### config.mk
export PLATFORM = sky130hd
export DESIGN_NAME = pmsh_setpoint
export DESIGN_NICKNAME = d
export VERILOG_FILES = /design/src/hw/pmsh_pkg.sv /design/src/hw/pmsh_edge_detect.sv /design/src/hw/pmsh_dest_calc.sv /design/src/hw/pmsh_setpoint.sv
export SDC_FILE = /design/constraint.sdc
export NUM_CORES = 1
export LEC_CHECK = 0
export BUFFER_PORTS_ARGS = -buffer_cell sky130_fd_sc_hd__buf_2
export CORE_MARGIN = 4
export CORE_UTILIZATION = 35
export DETAILED_ROUTE_END_ITERATION = 12
export PLACE_DENSITY_LB_ADDON = 0.2
export SLEW_MARGIN = 25
export SYNTH_ARGS = -nofsm -noshare
export SYNTH_HDL_FRONTEND = slang
export SYNTH_SLANG_ARGS = --single-unit
### constraint.sdc
create_clock -name ref_clk -period 8.7 [get_ports ref_clk]
set_input_delay 1.74 -clock ref_clk [delete_from_list [all_inputs] [get_ports ref_clk]]
set_output_delay 1.74 -clock ref_clk [all_outputs]
set_load 0.005 [all_outputs]
### src/hw/pmsh_pkg.sv
package pmsh_pkg;

    // ************************************************************
    // Object indices
    // ************************************************************
    localparam logic [15:0] IDX_COMMAND      = 16'h6040;
    localparam logic [15:0] IDX_STATE        = 16'h6041;
    localparam logic [15:0] IDX_QSTOP_OPTION = 16'h605a;
    localparam logic [15:0] IDX_OP_MODE      = 16'h6060;
    localparam logic [15:0] IDX_DESTINATION  = 16'h607a;
    localparam logic [15:0] IDX_VELOCITY     = 16'h6081;
    localparam logic [15:0] IDX_ACCEL        = 16'h6083;
    localparam logic [15:0] IDX_DECEL        = 16'h6084;
    localparam logic [15:0] IDX_PROFILE_TYPE = 16'h6086;

    // ************************************************************
    // Command word and state word bit positions
    // ************************************************************
    localparam int CMD_LAUNCH_BIT   = 4;
    localparam int CMD_ON_FLY_BIT   = 5;
    localparam int CMD_RELATIVE_BIT = 6;
    localparam int CMD_HALT_BIT     = 8;
    localparam int STS_ARRIVED_BIT  = 10;
    localparam int STS_ACK_BIT      = 12;

    // ************************************************************
    // Codes and reset values
    // ************************************************************
    localparam logic [15:0] PROFILE_TRAPEZOID = 16'h0000;
    localparam logic [15:0] PROFILE_SCURVE    = 16'h0003;
    localparam logic [15:0] PROFILE_VELOCITY  = 16'hffff;
    localparam logic [7:0]  MODE_PROFILE_POS  = 8'h01;
    localparam logic [15:0] QSTOP_HOLD_FIRST  = 16'h0005;
    localparam logic [15:0] QSTOP_HOLD_LAST   = 16'h0008;
    localparam logic [15:0] COMMAND_RESET     = 16'h0000;
    localparam logic [15:0] QSTOP_RESET       = 16'h0000;
    localparam logic [7:0]  OP_MODE_RESET     = 8'h00;
    localparam logic [31:0] PARAM_RESET       = 32'h0000_0000;

endpackage : pmsh_pkg

### src/hw/pmsh_edge_detect.sv
`timescale 1ns/1ps

module pmsh_edge_detect
(
    ref_clk,
    sys_rst,
    level_in,
    rise_pulse
);
    input  wire logic ref_clk;
    input  wire logic sys_rst;
    input  wire logic level_in;
    output logic      rise_pulse;

    logic prev_reg;

    // Each rising edge is seen exactly once against the last cycle's sample.
    always_ff @(posedge ref_clk)
    begin
        if (sys_rst)
            prev_reg <= 1'b0;
        else
            prev_reg <= level_in;
    end

    assign rise_pulse = level_in & ~prev_reg;

endmodule : pmsh_edge_detect

### src/hw/pmsh_dest_calc.sv
`timescale 1ns/1ps

module pmsh_dest_calc
#(
    parameter int POS_W = 32
)
(
    relative_sel,
    velocity_type,
    commanded_pos,
    move_value,
    destination,
    direction_neg
);
    input  wire logic                    relative_sel;
    input  wire logic                    velocity_type;
    input  wire logic signed [POS_W-1:0] commanded_pos;
    input  wire logic signed [POS_W-1:0] move_value;
    output logic signed [POS_W-1:0]      destination;
    output logic                         direction_neg;

    // Relative adds to the commanded position and wraps like the position counter.
    always_comb
    begin
        if (velocity_type)
            destination = commanded_pos;
        else if (relative_sel)
            destination = POS_W'(commanded_pos + move_value);
        else
            destination = move_value;
    end

    // Zero counts as a positive direction.
    assign direction_neg = velocity_type & move_value[POS_W-1];

endmodule : pmsh_dest_calc

### src/hw/pmsh_setpoint.sv
`timescale 1ns/1ps

// What this block does
// - Launch rising edge copies buffer to active
// - Update disabled: ignore launch while moving
// - Update enabled, trapezoid/velocity: start immediately
// - Update enabled, S-curve: keep old move
// - Reference bit: 0 absolute, 1 relative
// - Halt bit stops motion until released
// - Arrival set at target, cleared on new
// - Quick-stop codes 5..8 set arrival when halted
// - Halt also sets arrival flag
// - Acknowledge on accepted launch, cleared when low
// - Invalid launch edges leave acknowledge clear
// - Trapezoid separate decel; S-curve reuses accel
// - Destination is a signed POS_W-bit count
// - Value is distance, position, or direction
// - New destination waits for a launch
// - Moves only in profile position mode

module pmsh_setpoint
#(
    parameter int POS_W = 32
)
(
    ref_clk,
    sys_rst,
    obj_wr,
    obj_rd,
    obj_index,
    obj_wdata,
    obj_rdata,
    obj_ack,
    obj_err,
    commanded_pos,
    traj_arrived,
    qstop_done,
    move_load,
    move_destination_out,
    move_direction_neg,
    move_velocity,
    move_accel,
    move_decel,
    move_scurve,
    move_velocity_type,
    motion_halt,
    move_active
);
    input  wire logic                    ref_clk;
    input  wire logic                    sys_rst;
    input  wire logic                    obj_wr;
    input  wire logic                    obj_rd;
    input  wire logic [15:0]             obj_index;
    input  wire logic [31:0]             obj_wdata;
    output logic [31:0]                  obj_rdata;
    output logic                         obj_ack;
    output logic                         obj_err;
    input  wire logic signed [POS_W-1:0] commanded_pos;
    input  wire logic                    traj_arrived;
    input  wire logic                    qstop_done;
    output logic                         move_load;
    output logic signed [POS_W-1:0]      move_destination_out;
    output logic                         move_direction_neg;
    output logic [31:0]                  move_velocity;
    output logic [31:0]                  move_accel;
    output logic [31:0]                  move_decel;
    output logic                         move_scurve;
    output logic                         move_velocity_type;
    output logic                         motion_halt;
    output logic                         move_active;

    // ************************************************************
    // Elaboration check
    // ************************************************************
    if (POS_W < 2 || POS_W > 32)
    begin : g_bad_width
        $error("pmsh_setpoint: POS_W must lie in 2..32");
    end

    // ************************************************************
    // Helpers
    // ************************************************************
    function automatic logic index_known(input logic [15:0] idx);
        index_known = (idx == pmsh_pkg::IDX_COMMAND) || (idx == pmsh_pkg::IDX_STATE)
                   || (idx == pmsh_pkg::IDX_QSTOP_OPTION) || (idx == pmsh_pkg::IDX_OP_MODE)
                   || (idx == pmsh_pkg::IDX_DESTINATION) || (idx == pmsh_pkg::IDX_VELOCITY)
                   || (idx == pmsh_pkg::IDX_ACCEL) || (idx == pmsh_pkg::IDX_DECEL)
                   || (idx == pmsh_pkg::IDX_PROFILE_TYPE);
    endfunction : index_known

    function automatic logic is_scurve(input logic [15:0] code);
        is_scurve = (code == pmsh_pkg::PROFILE_SCURVE);
    endfunction : is_scurve

    // ************************************************************
    // Object store: command word, quick-stop option, mode and the next-move buffer
    // ************************************************************
    logic [15:0]             drive_command_word_reg;
    logic [15:0]             qstop_option_reg;
    logic [7:0]              op_mode_reg;
    logic signed [POS_W-1:0] move_destination_reg;
    logic [31:0]             next_velocity_reg;
    logic [31:0]             next_accel_reg;
    logic [31:0]             next_decel_reg;
    logic [15:0]             next_profile_reg;
    logic                    wr_hit;

    assign wr_hit = obj_wr & index_known(obj_index);

    // The buffer may be rewritten at any time; it only reaches the trajectory on a launch.
    always_ff @(posedge ref_clk)
    begin
        if (sys_rst)
        begin
            drive_command_word_reg <= pmsh_pkg::COMMAND_RESET;
            qstop_option_reg       <= pmsh_pkg::QSTOP_RESET;
            op_mode_reg            <= pmsh_pkg::OP_MODE_RESET;
            move_destination_reg   <= POS_W'(pmsh_pkg::PARAM_RESET);
            next_velocity_reg      <= pmsh_pkg::PARAM_RESET;
            next_accel_reg         <= pmsh_pkg::PARAM_RESET;
            next_decel_reg         <= pmsh_pkg::PARAM_RESET;
            next_profile_reg       <= pmsh_pkg::PROFILE_TRAPEZOID;
        end
        else if (wr_hit)
        begin
            case (obj_index)
                pmsh_pkg::IDX_COMMAND:      drive_command_word_reg <= obj_wdata[15:0];
                pmsh_pkg::IDX_QSTOP_OPTION: qstop_option_reg       <= obj_wdata[15:0];
                pmsh_pkg::IDX_OP_MODE:      op_mode_reg            <= obj_wdata[7:0];
                pmsh_pkg::IDX_DESTINATION:  move_destination_reg   <= obj_wdata[POS_W-1:0];
                pmsh_pkg::IDX_VELOCITY:     next_velocity_reg      <= obj_wdata;
                pmsh_pkg::IDX_ACCEL:        next_accel_reg         <= obj_wdata;
                pmsh_pkg::IDX_DECEL:        next_decel_reg         <= obj_wdata;
                pmsh_pkg::IDX_PROFILE_TYPE: next_profile_reg       <= obj_wdata[15:0];
                default:                    next_profile_reg       <= next_profile_reg;
            endcase
        end
    end

    // ************************************************************
    // Command word decode and edge detection
    // ************************************************************
    logic launch_rise;
    logic halt_rise;
    logic pp_mode;
    logic on_fly;
    logic halt_level;

    assign pp_mode    = (op_mode_reg == pmsh_pkg::MODE_PROFILE_POS);
    assign on_fly     = drive_command_word_reg[pmsh_pkg::CMD_ON_FLY_BIT];
    assign halt_level = drive_command_word_reg[pmsh_pkg::CMD_HALT_BIT];

    pmsh_edge_detect u_launch_edge
    (
        .ref_clk    (ref_clk),
        .sys_rst    (sys_rst),
        .level_in   (drive_command_word_reg[pmsh_pkg::CMD_LAUNCH_BIT]),
        .rise_pulse (launch_rise)
    );

    pmsh_edge_detect u_halt_edge
    (
        .ref_clk    (ref_clk),
        .sys_rst    (sys_rst),
        .level_in   (halt_level),
        .rise_pulse (halt_rise)
    );

    // ************************************************************
    // Move state machine
    // ************************************************************
    typedef enum logic [1:0]
    {
        PMSH_IDLE   = 2'b01,
        PMSH_MOVING = 2'b10
    } pmsh_state_type;

    pmsh_state_type state_reg;
    pmsh_state_type state_next;
    logic           active_scurve_reg;
    logic           accept;

    // A running S-curve cannot be reshaped, so its edges are refused rather than queued.
    always_comb
    begin
        accept = 1'b0;
        if (launch_rise && pp_mode)
        begin
            case (state_reg)
                PMSH_IDLE:   accept = 1'b1;
                PMSH_MOVING: accept = on_fly && !active_scurve_reg;
                default:     accept = 1'b0;
            endcase
        end
    end

    always_comb
    begin
        state_next = state_reg;
        case (state_reg)
            PMSH_IDLE:
            begin
                if (accept)
                    state_next = PMSH_MOVING;
            end
            PMSH_MOVING:
            begin
                if (accept)
                    state_next = PMSH_MOVING;
                else if (traj_arrived || !pp_mode)
                    state_next = PMSH_IDLE;
            end
            default:
                state_next = PMSH_IDLE;
        endcase
    end

    always_ff @(posedge ref_clk)
    begin
        if (sys_rst)
            state_reg <= PMSH_IDLE;
        else
            state_reg <= state_next;
    end

    assign move_active = (state_reg == PMSH_MOVING);

    // ************************************************************
    // Active move registers
    // ************************************************************
    logic signed [POS_W-1:0] dest_calc;
    logic                    dir_calc;
    logic                    next_velocity_type;

    assign next_velocity_type = (next_profile_reg == pmsh_pkg::PROFILE_VELOCITY);

    pmsh_dest_calc #(.POS_W(POS_W)) u_dest
    (
        .relative_sel  (drive_command_word_reg[pmsh_pkg::CMD_RELATIVE_BIT]),
        .velocity_type (next_velocity_type),
        .commanded_pos (commanded_pos),
        .move_value    (move_destination_reg),
        .destination   (dest_calc),
        .direction_neg (dir_calc)
    );

    // Only an accepted launch moves the buffer into the active set.
    always_ff @(posedge ref_clk)
    begin
        if (sys_rst)
        begin
            move_destination_out <= POS_W'(pmsh_pkg::PARAM_RESET);
            move_direction_neg   <= 1'b0;
            move_velocity        <= pmsh_pkg::PARAM_RESET;
            move_accel           <= pmsh_pkg::PARAM_RESET;
            move_decel           <= pmsh_pkg::PARAM_RESET;
            active_scurve_reg    <= 1'b0;
            move_velocity_type   <= 1'b0;
        end
        else if (accept)
        begin
            move_destination_out <= dest_calc;
            move_direction_neg   <= dir_calc;
            move_velocity        <= next_velocity_reg;
            move_accel           <= next_accel_reg;
            move_decel           <= is_scurve(next_profile_reg) ? next_accel_reg : next_decel_reg;
            active_scurve_reg    <= is_scurve(next_profile_reg);
            move_velocity_type   <= next_velocity_type;
        end
    end

    always_ff @(posedge ref_clk)
    begin
        if (sys_rst)
            move_load <= 1'b0;
        else
            move_load <= accept;
    end

    assign move_scurve = active_scurve_reg;
    assign motion_halt = pp_mode & halt_level;

    // ************************************************************
    // State word flags
    // ************************************************************
    logic arrived_reg;
    logic ack_reg;
    logic arrive_set;
    logic qstop_hold_code;

    assign qstop_hold_code = (qstop_option_reg >= pmsh_pkg::QSTOP_HOLD_FIRST)
                          && (qstop_option_reg <= pmsh_pkg::QSTOP_HOLD_LAST);
    assign arrive_set = (move_active && traj_arrived)
                     || (qstop_done && qstop_hold_code)
                     || halt_rise;

    // Setting wins over the clear so an arrival in the launch cycle is not lost.
    always_ff @(posedge ref_clk)
    begin
        if (sys_rst)
            arrived_reg <= 1'b0;
        else if (arrive_set)
            arrived_reg <= 1'b1;
        else if (accept)
            arrived_reg <= 1'b0;
    end

    always_ff @(posedge ref_clk)
    begin
        if (sys_rst)
            ack_reg <= 1'b0;
        else if (accept)
            ack_reg <= 1'b1;
        else if (!drive_command_word_reg[pmsh_pkg::CMD_LAUNCH_BIT])
            ack_reg <= 1'b0;
    end

    logic [15:0] drive_state_word;

    always_comb
    begin
        drive_state_word = 16'h0000;
        drive_state_word[pmsh_pkg::STS_ARRIVED_BIT] = arrived_reg;
        drive_state_word[pmsh_pkg::STS_ACK_BIT]     = ack_reg;
    end

    // ************************************************************
    // Object read port
    // ************************************************************
    logic [31:0] rd_mux;

    always_comb
    begin
        case (obj_index)
            pmsh_pkg::IDX_COMMAND:      rd_mux = {16'h0000, drive_command_word_reg};
            pmsh_pkg::IDX_STATE:        rd_mux = {16'h0000, drive_state_word};
            pmsh_pkg::IDX_QSTOP_OPTION: rd_mux = {16'h0000, qstop_option_reg};
            pmsh_pkg::IDX_OP_MODE:      rd_mux = {24'h000000, op_mode_reg};
            pmsh_pkg::IDX_DESTINATION:  rd_mux = 32'(move_destination_reg);
            pmsh_pkg::IDX_VELOCITY:     rd_mux = next_velocity_reg;
            pmsh_pkg::IDX_ACCEL:        rd_mux = next_accel_reg;
            pmsh_pkg::IDX_DECEL:        rd_mux = next_decel_reg;
            pmsh_pkg::IDX_PROFILE_TYPE: rd_mux = {16'h0000, next_profile_reg};
            default:                    rd_mux = 32'h0000_0000;
        endcase
    end

    // Writes to the read-only state word are answered as errors.
    always_ff @(posedge ref_clk)
    begin
        if (sys_rst)
        begin
            obj_rdata <= 32'h0000_0000;
            obj_ack   <= 1'b0;
            obj_err   <= 1'b0;
        end
        else
        begin
            obj_rdata <= obj_rd ? rd_mux : 32'h0000_0000;
            obj_ack   <= (obj_rd | obj_wr) & index_known(obj_index) & ~(obj_wr & (obj_index == pmsh_pkg::IDX_STATE));
            obj_err   <= (obj_rd | obj_wr) & (~index_known(obj_index) | (obj_wr & (obj_index == pmsh_pkg::IDX_STATE)));
        end
    end

endmodule : pmsh_setpoint

==> results by group, run 1 <==
Outcome
  • Run status: completed

Drt
  • Post-detailed-route count of antenna-violating nets: 0
  • Average routed wire per standard cell: 20.1 um
  • DRC errors left: 0
  • Number of search-and-repair iterations in the first detailed-routing pass: 6
  • Total wirelength of the detailed-routed design: 56.5 mm
  • Vias per Instance: 5.39
  • Number of vias in the routed layout: 15200
  • Number of violations reported at the end of detailed-routing iteration 0: 1237

Placement
  • Port buffer count: 253
  • Sum of net half-perimeters after detailed placement: 39.9 mm
  • Pre-CTS worst setup slack: 3.62 ns
  • Last weighted congestion value of the routability-driven placer: between 0.8 and 0.9

Clocking
  • H-Tree Level Count: 2
  • Setup fix buffers added after clock tree synthesis: 0
  • Clock buffer depth: 3
  • Total CTS buffers: 41
  • Post-CTS sizing: 0
  • Cell at the root of the clock tree: sky130_fd_sc_hd__clkbuf_16
  • Clock sink count: 356
  • Hold buffers post-CTS: 0
  • Clock Latency Late Sink: 0.58 ns
  • Clock Pin Slew Worst Setup and Hold Paths: 0.06 ns
  • Clock tree from TritonCTS: done

Timing
  • Final count of hold timing violations: 0
  • Worst Max-Slew Pin Slew: 1.07 ns
  • Relative max-transition margin: 28.9%
  • Final period demand of the worst path: 4.53 ns
  • Worst-case clock skew: between 0.02 and 0.025 ns
  • Max-slew violation total from the final report: 0
  • Max Clk Rate: about 220 MHz
  • Post-Route Setup TNS: 0 ns
  • Fin crit share: 52.1%
  • Setup Viol. Count Final: 0
  • Worst path setup slack after routing: 4.17 ns
  • RSZ-0062 raised after global routing: no

Global routing
  • Via count of the first global-routing pass: 14300
  • Initial antenna violation count: 7
  • Met1 usage in global routing: 29.1%
  • Largest net degree at the start of global routing: about 200
  • Aggregate global routing overflow: 0
  • Global routing met2 resource utilization: 35.8%
  • Layer with the highest usage: met2
  • GR Layer Usage met3: 4.53%
  • Total routing usage reported by global routing: between 20% and 30%
  • First-pass GRT wire length: 86.1 mm

Logic synthesis
  • Number of enable-type register cells in the synthesized netlist: 0
  • Leading cell types by total area after synthesis: sky130_fd_sc_hd__dfxtp_1 44%, sky130_fd_sc_hd__nand2_1 13%, sky130_fd_sc_hd__a21oi_1 10%
  • Count of different cell masters after synthesis: 77
  • Net count of the mapped netlist: 2140
  • Proportion of register bits with asynchronous set or reset after synthesis: 0%
  • Xor/xnor cell area share of the yosys netlist: 1.31%
  • Portion of the post-synthesis area used by sequential elements: 44.4%
  • Share of Yosys cell area claimed by the top area cell type: about 44%
  • Largest family of logic cells by synthesized area: simple AND/OR/NAND/NOR gates
  • Yosys Warn Count: 0
  • Flip-flop cell with the highest count after synthesis: sky130_fd_sc_hd__dfxtp_1
  • Mux contribution to synthesized area: around 5.5%
  • Area fraction in compound gates after synthesis: 20.8%
  • Synthesized area divided by synthesized cell count: roughly 7.9 um2
  • Number of storage elements in the synthesis netlist: 356
  • Simple-gate portion of the synthesized area: a little over a fifth
  • Post-Synthesis Cell Area: 0.0160 mm2
  • Adder-cell area share of the yosys netlist: 2.70%
  • Top cell type by total area after synthesis: sky130_fd_sc_hd__dfxtp_1
  • Cells after synthesis: between 2000 and 2500

Power
  • Design internal power: between 2 and 3 mW
  • Sequential share of power: 47.6%
  • Combinational group share of total power: 3.5%
  • Leakage power total: 7.15 nW
  • Overall power after layout: 3.43 mW
  • Clock power share: 48.8%
  • Areal power density over the cells: around 180 mW/mm2
  • Sw frac: 23.4%
  • Total net switching power: 0.801 mW
  • IR drop worst, VDD: 0.125 mV

Setup path
  • Crit path launch type: input pin
  • Flop-to-flop setup slack: 5.50 ns
  • Largest fanout of any net on the critical path: 20
  • CP Capture Type: register
  • Req. time, crit path: 9.19 ns
  • Worst setup path category: input pin to register
  • Critical path data arrival time: 5.02 ns

Final layout
  • Area occupied by registers: 0.00713 mm2
  • Fraction of final layout cells with drive strength greater than 1: 16.8%
  • Util after Layout: 41.7%
  • Filler instances: 4629
  • Area of the multi-input gates: 0.00826 mm2
  • Layout-stage area growth over the synthesis result: 18.0%
  • Final #Nets: roughly 2300

Floorplan
  • Floorplan row count: 78
  • Core ar.: roughly 0.045 mm2
  • Number of top-level design ports: 254
  • Die outline area: 0.0493 mm2
  • Width of the chip: ~220 um
  • Starting utilization of the core area: 35.4%
  • Die Y: between 200 and 250 um

Worst hold path
  • Kind of path behind the tightest hold check: register to register

Run
  • MaxCap Viol Count: 0
==> cell families (layout without fill, tap and decap cells) <==
group / after synthesis / count (layout)
AO/OA/AOI/OAI: 545 / 545
adder cells (fa/ha/maj): 34 / 34
buffers and inverters: 170 / 359
XOR/XNOR: 24 / 24
AND/OR/NAND/NOR: 805 / 805
multiplexers: 86 / 86
flip-flops: 356 / 356
other: 0 / 3
==> metal layers <==
layer  vias up  share of wire [%]
met2       547                 47
met1      7176                 43
li1       7333                  -
met3        94                7.5
met4         8                2.9
met5         -              0.090
==> synthesized netlist by cell type (12+ instances only) <==
library cell and number:
sky130_fd_sc_hd__nand2_1 548, sky130_fd_sc_hd__dfxtp_1 356, sky130_fd_sc_hd__a21oi_1 327, sky130_fd_sc_hd__nor2_1 129, sky130_fd_sc_hd__clkbuf_1 113, sky130_fd_sc_hd__mux2i_1 73, sky130_fd_sc_hd__a211oi_1 47, sky130_fd_sc_hd__ha_1 33
sky130_fd_sc_hd__buf_2 29, sky130_fd_sc_hd__a22oi_1 27, sky130_fd_sc_hd__nand3_1 26, sky130_fd_sc_hd__a221oi_1 25, sky130_fd_sc_hd__o21ai_0 20, sky130_fd_sc_hd__a21o_1 18, sky130_fd_sc_hd__nor3_1 18, sky130_fd_sc_hd__xnor2_1 17
sky130_fd_sc_hd__inv_1 13, sky130_fd_sc_hd__mux2_2 13, sky130_fd_sc_hd__a31oi_1 12, sky130_fd_sc_hd__nand4_1 12
==> critical path, stage by stage <==
cell and delay, ns:
sky130_fd_sc_hd__buf_2 0.10, sky130_fd_sc_hd__nor4_1 0.38, sky130_fd_sc_hd__nand3b_1 0.29, sky130_fd_sc_hd__nor2_1 0.20
sky130_fd_sc_hd__nand4_1 0.11, sky130_fd_sc_hd__buf_4 0.26, sky130_fd_sc_hd__nor2_2 0.66, sky130_fd_sc_hd__and2_1 0.67
sky130_fd_sc_hd__buf_4 0.35, sky130_fd_sc_hd__nand2_1 0.09, sky130_fd_sc_hd__a21oi_1 0.14
==> final timing paths <==
path / startpoint / end / cells past startpoint
setup / recovery: obj_index[11] / move_destination_reg[7] / 11
setup reg to reg: op_mode_reg[3] / move_destination_out[26] / 6
hold / removal: move_velocity[27] / move_velocity[27] / 2
hold reg to reg: move_velocity[27] / move_velocity[27] / 2
==> power by group through the flow <==
stage / combinational (mW) / sequential [mW] / clock (mW)
after floorplan: 0.0655 / 1.67 / 0
after global placement: 0.119 / 1.67 / 0
after detailed placement: 0.120 / 1.67 / 0
after CTS: 0.120 / 1.63 / 1.71
after global routing: 0.130 / 1.63 / 1.78
final: 0.121 / 1.63 / 1.67
==> cell type report <==
class | instances | area share [%]
antenna | 3 | 0.0396
clock buffer | 58 | 5.86
clock inverter | 12 | 0.899
inverter | 13 | 0.258
multi-input combinational | 1494 | 43.6
sequential | 356 | 37.6
tap | 600 | 3.96
timing repair buffer | 276 | 7.74
==> through the flow <==
stage	hold WS [ns]	std cells	cell area [um2]
floorplan	0.426	2020	16000
global placement	0.436	2738	17600
detailed placement	0.443	2738	17600
CTS	0.451	2808	18900
global route	0.467	2811	18900
finish	0.447	2812	18900
==> placed cells by master, fill, tap and decap left out, types with 4 or more instances in the layout <==
cell	netlist	layout
sky130_fd_sc_hd__a211o_1	4	4
sky130_fd_sc_hd__a211oi_1	47	47
sky130_fd_sc_hd__a21o_1	18	18
sky130_fd_sc_hd__a21oi_1	327	327
sky130_fd_sc_hd__a221oi_1	25	25
sky130_fd_sc_hd__a22o_1	6	6
sky130_fd_sc_hd__a22oi_1	27	27
sky130_fd_sc_hd__a311oi_1	4	4
sky130_fd_sc_hd__a31oi_1	12	12
sky130_fd_sc_hd__and2_1	8	9
sky130_fd_sc_hd__and3_1	8	8
sky130_fd_sc_hd__buf_2	29	252
sky130_fd_sc_hd__buf_4	9	21
sky130_fd_sc_hd__clkbuf_1	113	15
sky130_fd_sc_hd__clkbuf_16	0	41
sky130_fd_sc_hd__clkinv_2	0	4
sky130_fd_sc_hd__dfxtp_1	356	356
sky130_fd_sc_hd__ha_1	33	33
sky130_fd_sc_hd__inv_1	13	13
sky130_fd_sc_hd__mux2_2	13	13
sky130_fd_sc_hd__mux2i_1	73	73
sky130_fd_sc_hd__nand2_1	548	547
sky130_fd_sc_hd__nand2b_1	4	4
sky130_fd_sc_hd__nand3_1	26	25
sky130_fd_sc_hd__nand3b_1	4	4
sky130_fd_sc_hd__nand4_1	12	12
sky130_fd_sc_hd__nor2_1	129	129
sky130_fd_sc_hd__nor2b_1	10	10
sky130_fd_sc_hd__nor3_1	18	17
sky130_fd_sc_hd__nor4_1	9	8
sky130_fd_sc_hd__o211ai_1	8	8
sky130_fd_sc_hd__o21a_1	7	7
sky130_fd_sc_hd__o21ai_0	20	20
sky130_fd_sc_hd__o22ai_1	6	6
sky130_fd_sc_hd__or3_1	6	6
sky130_fd_sc_hd__or4_1	4	4
sky130_fd_sc_hd__xnor2_1	17	17
sky130_fd_sc_hd__xor2_1	7	7
Power figures use the tool's default switching activity.
==> run 2, diff against run 1 <==
==> constraint.sdc (replaced) <==
create_clock -name ref_clk -period 4.38 [get_ports ref_clk]
set_input_delay 0.876 -clock ref_clk [delete_from_list [all_inputs] [get_ports ref_clk]]
set_output_delay 0.876 -clock ref_clk [all_outputs]
set_load 0.005 [all_outputs]
==> results by group, run 2 (synthesis results as in run 1) <==
Floorplan
  • Number of top-level design ports: 254 (unchanged)
  • Floorplan row count: 78 (unchanged)
  • Width of the chip: 222 um (unchanged)
  • Die Y: 222 um (unchanged)
  • Core ar.: 0.0454 mm2 (unchanged)
  • Starting utilization of the core area: 35.4% (unchanged)
  • Die outline area: 0.0493 mm2 (unchanged)

Setup path
  • Worst r2r path cells: 11 (+5)
  • Worst setup path category: input pin to register
  • Critical path data arrival time: 3.61 ns (-1.41 ns)
  • Flop-to-flop setup slack: 1.29 ns (-4.21 ns)
  • CP Capture Type: register
  • CP Capture Point: move_destination_out[28]
  • Crit path launch type: input pin
  • Crit. Startpoint: commanded_pos[0]
  • Largest fanout of any net on the critical path: 5 (-75%)
  • Critical path buffers and inverters: 1 (-2)
  • Maximum single-stage delay on the critical path: 0.48 ns (-0.19 ns)
  • Cell family contributing the most delay on the critical path: compound AO/OA/AOI/OAI gates
  • Req. time, crit path: 4.83 ns (-4.36 ns)
  • Crit Reg-Reg Endpoint: move_destination_out[28]
  • Worst reg2reg startpoint: move_destination_reg[0]
  • Series of cell instances along the critical path: buf_2 -> ha_1 -> fa_1 -> a21o_1 -> a221oi_2 -> o31ai_4 -> a21oi_2 -> o21ai_2 -> a211oi_2 -> o211ai_2 -> mux2i_1 -> a311o_1
  • Slowest stage cell on the critical path: sky130_fd_sc_hd__a221oi_2
  • Number of stages on the worst setup path: 12 (+1)

Final layout
  • Area of the multi-input gates: 0.00824 mm2 (-0.17%)
  • Commonest non-fill, non-tap cell in the layout: sky130_fd_sc_hd__nand2_1
  • Fraction of final layout cells with drive strength greater than 1: 17.8% (+0.99 points)
  • Filler instances: 4717 (+1.9%)
  • Area occupied by registers: 0.00713 mm2 (unchanged)
  • Util after Layout: 42.3% (+0.56 points)
  • Layout-stage area growth over the synthesis result: 19.6%
  • Final #Nets: 2314 (+0.52%)
  • Most frequent cells in the layout: 548 x sky130_fd_sc_hd__nand2_1, 356 x sky130_fd_sc_hd__dfxtp_1, 327 x sky130_fd_sc_hd__a21oi_1

Clocking
  • Setup fix buffers added after clock tree synthesis: 0 (unchanged)
  • Hold buffers post-CTS: 0 (unchanged)
  • Total CTS buffers: 41 (unchanged)
  • Clock Pin Slew Worst Setup and Hold Paths: 0.06 ns (about the same)
  • Cell at the root of the clock tree: sky130_fd_sc_hd__clkbuf_16
  • Post-CTS sizing: 0 (unchanged)
  • Clock sink count: 356 (unchanged)
  • Clock buffer depth: 3 (unchanged)
  • Clock Latency Late Sink: 0.56 ns (-0.02 ns)
  • H-Tree Level Count: 2 (unchanged)
  • Clock tree from TritonCTS: done

Power
  • Total net switching power: 1.60 mW (+100%)
  • Clock power share: 51.2% (+2.4 points)
  • Areal power density over the cells: 372 mW/mm2 (+110%)
  • Sequential share of power: 45.4% (-2.2 points)
  • IR drop worst, VDD: 0.282 mV (+120%)
  • Design internal power: 5.53 mW (+110%)
  • Combinational group share of total power: 3.4% (about the same)
  • Leakage power total: 7.30 nW (+2.2%)
  • Sw frac: 22.4% (-0.93 points)

Timing
  • Fin crit share: 72.2%
  • Worst-case clock skew: 0.0146 ns (-0.0100 ns)
  • Final period demand of the worst path: 3.16 ns
  • Post-Route Setup TNS: 0 ns (unchanged)
  • RSZ-0062 raised after global routing: no
  • Relative max-transition margin: 32.7% (+3.9 points)
  • Worst Max-Slew Pin Slew: 1.01 ns (-0.0578 ns)
  • Final count of hold timing violations: 0 (unchanged)
  • Setup Viol. Count Final: 0 (unchanged)
  • Max-slew violation total from the final report: 0 (unchanged)
  • Max Clk Rate: 316 MHz

Global routing
  • Aggregate global routing overflow: 0 (unchanged)
  • Largest net degree at the start of global routing: 186 (-6.5%)
  • Via count of the first global-routing pass: 14500 (+1.5%)
  • Total routing usage reported by global routing: 22.0% (+0.14 points)
  • Initial antenna violation count: 9 (+2)
  • First-pass GRT wire length: 86.7 mm (+0.64%)

Drt
  • Number of vias in the routed layout: 15200 (+0.51%)
  • Total wirelength of the detailed-routed design: 57.0 mm (+0.85%)
  • DRC errors left: 0 (unchanged)
  • Vias per Instance: 5.38 (-0.17%)
  • Number of violations reported at the end of detailed-routing iteration 0: 1107 (-11%)
  • Number of search-and-repair iterations in the first detailed-routing pass: 5 (-1)
  • Post-detailed-route count of antenna-violating nets: 0 (unchanged)
  • Average routed wire per standard cell: 20.1 um (+0.18%)

Placement
  • Sum of net half-perimeters after detailed placement: 39.6 mm (-0.80%)
  • Port buffer count: 253 (unchanged)
  • Last weighted congestion value of the routability-driven placer: 0.892 (+2.8%)

Worst hold path
  • Kind of path behind the tightest hold check: register to register

Run
  • MaxCap Viol Count: 0 (unchanged)

Outcome
  • Run status: completed
run 2: cell types whose count changed in the layout (fill, tap and decap cells not counted), moves of 2 or more:
cell | before | now
sky130_fd_sc_hd__buf_4 | 21 | 33
sky130_fd_sc_hd__clkbuf_1 | 15 | 6
sky130_fd_sc_hd__clkbuf_8 | 2 | 11
sky130_fd_sc_hd__bufinv_16 | 2 | 5
sky130_fd_sc_hd__clkinv_2 | 4 | 7
sky130_fd_sc_hd__inv_6 | 0 | 2
run 2: area by class of cell:
class                           count  share of cell area [%]
Inverter                           13                   0.254
Clock buffer                       58                    6.25
Multi-Input combinational cell   1494                    43.0
Timing Repair Buffer              288                    8.15
Sequential cell                   356                    37.1
Tap cell                          600                    3.91
Clock inverter                     18                    1.28
Antenna cell                        4                  0.0522
run 2: worst min-delay path: cells and delay by family, from the launching register on:
family | cells | cell delay [ns]
flops | 1 | 0.30
simple gates | 1 | 0.05
compound gates | 1 | 0.05
run 2: metal layers:
metal	vias up	track usage (%)	share of wire, %
met5	-	0	0.11
met4	12	7.16	2.9
met3	109	4.87	6.6
met2	469	36.8	47
met1	7284	28.4	43
li1	7361	-	-
run 2: metrics by stage:
step	hold WS (ns)	power (mW)	worst slack (ns)	instance area [um2]	instances
3_5_place_dp	0.442	3.55	0.646	17700	2751
4_1_cts	0.448	7.23	1.26	19200	2827
3_3_place_gp	0.438	3.55	0.748	17700	2751
6_report	0.448	7.13	1.22	19200	2831
5_1_grt	0.472	7.37	1.09	19200	2829
2_1_floorplan	0.426	3.44	1.07	16000	2020
run 2: power groups by stage:
stage	clock network, mW	logic, mW	registers (mW)
after floorplan	0	0.130	3.31
after global placement	0	0.236	3.31
after detailed placement	0	0.238	3.31
after CTS	3.75	0.239	3.24
after global routing	3.88	0.258	3.24
final	3.65	0.240	3.24
run 2: how the worst min path moves through the flow:
stage                                     end  cells past startpoint  slack, ns                      start
floorplan                             ack_reg                      1       0.43                    ack_reg
global placement                      ack_reg                      1       0.44                    ack_reg
detailed placement         move_direction_neg                      2       0.44         move_direction_neg
CTS                        move_direction_neg                      2       0.45         move_direction_neg
global route        drive_command_word_reg[7]                      2       0.47  drive_command_word_reg[7]
finish                     move_direction_neg                      2       0.45         move_direction_neg
==> run 3, diff against run 2 <==
==> constraint.sdc (replaced) <==
create_clock -name ref_clk -period 3.25 [get_ports ref_clk]
set_input_delay 0.65 -clock ref_clk [delete_from_list [all_inputs] [get_ports ref_clk]]
set_output_delay 0.65 -clock ref_clk [all_outputs]
set_load 0.005 [all_outputs]
==> results by group, run 3 (synthesis results as in run 1) <==
Drt
  • Number of search-and-repair iterations in the first detailed-routing pass: 7 (+2)
  • Total wirelength of the detailed-routed design: 58.7 mm (+3.0%)
  • DRC errors left: 0 (unchanged)
  • Average routed wire per standard cell: 20.4 um (+1.3%)
  • Number of vias in the routed layout: 15500 (+1.7%)
  • Post-detailed-route count of antenna-violating nets: 0 (unchanged)
  • Number of violations reported at the end of detailed-routing iteration 0: 1225 (+11%)
  • Vias per Instance: 5.38 (about the same)

Worst hold path
  • Worst hold path stage count: 3 (+1)
  • Kind of path behind the tightest hold check: input pin to register

Floorplan
  • Width of the chip: 222 um (unchanged)
  • Floorplan row count: 78 (unchanged)
  • Starting utilization of the core area: 35.4% (unchanged)
  • Die outline area: 0.0493 mm2 (unchanged)
  • Die Y: 222 um (unchanged)
  • Number of top-level design ports: 254 (unchanged)
  • Core ar.: 0.0454 mm2 (unchanged)

Power
  • Leakage power total: 7.64 nW (+4.6%)
  • Overall power after layout: 9.85 mW (+38%)
  • Areal power density over the cells: 498 mW/mm2 (+34%)
  • IR drop worst, VDD: 0.369 mV (+31%)

Setup path
  • Worst r2r path cells: 12 (+1)
  • Worst setup path category: register to register
  • Crit Reg-Reg Endpoint: move_destination_out[28]
  • Slowest stage cell on the critical path: sky130_fd_sc_hd__fa_1
  • Critical path data arrival time: 3.37 ns (-0.24 ns)
  • Crit path launch type: register
  • Req. time, crit path: 3.71 ns (-1.12 ns)
  • CP Capture Point: move_destination_out[28]
  • Worst reg2reg startpoint: move_destination_reg[0]
  • Maximum single-stage delay on the critical path: 0.39 ns (-0.09 ns)
  • Largest fanout of any net on the critical path: 5 (unchanged)
  • CP Capture Type: register
  • Crit. Startpoint: move_destination_reg[0]
  • Flop-to-flop setup slack: 0.34 ns (-0.95 ns)
  • Series of cell instances along the critical path: ha_1 -> fa_1 -> a21o_1 -> a221oi_2 -> buf_4 -> o31ai_4 -> a21oi_2 -> o21ai_2 -> a211oi_2 -> o211ai_2 -> mux2i_1 -> a311o_1

Timing
  • Max-slew violation total from the final report: 0 (unchanged)
  • Worst Max-Slew Pin Slew: 0.826 ns (-0.184 ns)
  • Final count of hold timing violations: 0 (unchanged)
  • Final period demand of the worst path: 2.91 ns
  • Setup Viol. Count Final: 0 (unchanged)
  • Minimum hold slack: 0.352 ns (-0.0954 ns)
  • Fin crit share: 89.5%
  • RSZ-0062 raised after global routing: no
  • Max Clk Rate: between 300 and 400 MHz
  • Worst-case clock skew: 0.0141 ns (-0.000495 ns)
  • Relative max-transition margin: 45.0% (+12 points)
  • Worst path setup slack after routing: 0.340 ns (-0.879 ns)

Clocking
  • Setup fix buffers added after clock tree synthesis: 0 (unchanged)
  • Clock tree from TritonCTS: done
  • Clock buffer depth: 3 (unchanged)
  • Cell at the root of the clock tree: sky130_fd_sc_hd__clkbuf_16
  • Total CTS buffers: 42 (+2.4%)
  • Hold buffers post-CTS: 0 (unchanged)
  • Clock Latency Late Sink: 0.57 ns (about the same)
  • H-Tree Level Count: 2 (unchanged)
  • Clock Pin Slew Worst Setup and Hold Paths: 0.06 ns (about the same)
  • Clock sink count: 356 (unchanged)
  • Post-CTS sizing: 0 (unchanged)

Final layout
  • Layout-stage area growth over the synthesis result: 23.3%
  • Fraction of final layout cells with drive strength greater than 1: 19.6% (+1.8 points)
  • Filler instances: 4599 (-2.5%)
  • Most frequent cells in the layout: 548 x sky130_fd_sc_hd__nand2_1, 356 x sky130_fd_sc_hd__dfxtp_1, 327 x sky130_fd_sc_hd__a21oi_1
  • Commonest non-fill, non-tap cell in the layout: sky130_fd_sc_hd__nand2_1
  • Util after Layout: 43.6% (+1.3 points)
  • Final #Nets: 2362 (+2.1%)

Placement
  • Sum of net half-perimeters after detailed placement: 41.5 mm (+4.9%)
  • Last weighted congestion value of the routability-driven placer: 0.882 (-1.2%)
  • Pre-CTS worst setup slack: -0.0510 ns (-0.697 ns)
  • Port buffer count: 253 (unchanged)

Global routing
  • First-pass GRT wire length: 88.8 mm (+2.5%)
  • Via count of the first global-routing pass: 14900 (+2.6%)
  • Aggregate global routing overflow: 0 (unchanged)
  • Initial antenna violation count: 6 (-3)
  • Largest net degree at the start of global routing: 163 (-12%)
  • Total routing usage reported by global routing: 22.7% (+0.62 points)

Outcome
  • Run status: completed

Run
  • MaxCap Viol Count: 0 (unchanged)
run 3: power breakdown:
part | switching, mW | leakage (nW) | internal (mW) | total (mW)
Clock | 1.95 | 0.755 | 3.20 | 5.15
Sequential | 0.000803 | 2.87 | 4.37 | 4.37
Combinational | 0.231 | 4.02 | 0.101 | 0.332
Total | 2.18 | 7.64 | 7.67 | 9.85
run 3: worst min path at each step:
stage	start	end	slack, ns
floorplan	ack_reg	ack_reg	0.43
finish	obj_wdata[30]	move_destination_reg[30]	0.35
global placement	move_direction_neg	move_direction_neg	0.44
global route	obj_wdata[16]	next_accel_reg[16]	0.33
CTS	obj_wdata[30]	move_destination_reg[30]	0.32
detailed placement	move_velocity[27]	move_velocity[27]	0.45
run 3: per-layer routing:
| layer | vias up | track usage [%] | routed length, um | share of wire, % |
|---|---|---|---|---|
| li1 | 7446 | - | - | - |
| met1 | 7407 | 29.4 | 25000 | 43 |
| met2 | 509 | 36.9 | 27400 | 47 |
| met3 | 119 | 5.07 | 3880 | 6.6 |
| met4 | 8 | 8.66 | 2400 | 4.1 |
| met5 | - | 0 | 43 | 0.073 |
run 3: area by class of cell:
cell class	count	area, um2	area share (%)
diodes	3	7.51	0.0379
multi-input cells	1494	8240	41.7
flip-flops and latches	356	7130	36.0
well taps	600	751	3.79
repair buffers	335	2080	10.5
clock buffers	60	1270	6.42
clock inverters	17	259	1.31
inverters	13	48.8	0.247
run 3: metrics by stage:
step / instances / setup TNS, ns / area, um2
after global routing: 2876 / 0 / 19800
after detailed placement: 2798 / -0.0571 / 18200
after CTS: 2875 / 0 / 19800
final: 2878 / 0 / 19800
after floorplan: 2020 / 0 / 16000
after global placement: 2798 / -0.0239 / 18200
run 3: worst max-delay path: cells and delay by family (launching register included):
| family | cells | cell delay (ns) |
|---|---|---|
| muxes | 1 | 0.13 |
| adders and majority gates | 2 | 0.61 |
| buffers and inverters | 1 | 0.18 |
| DFF | 1 | 0.35 |
| AOI/OAI and AO/OA | 8 | 1.55 |
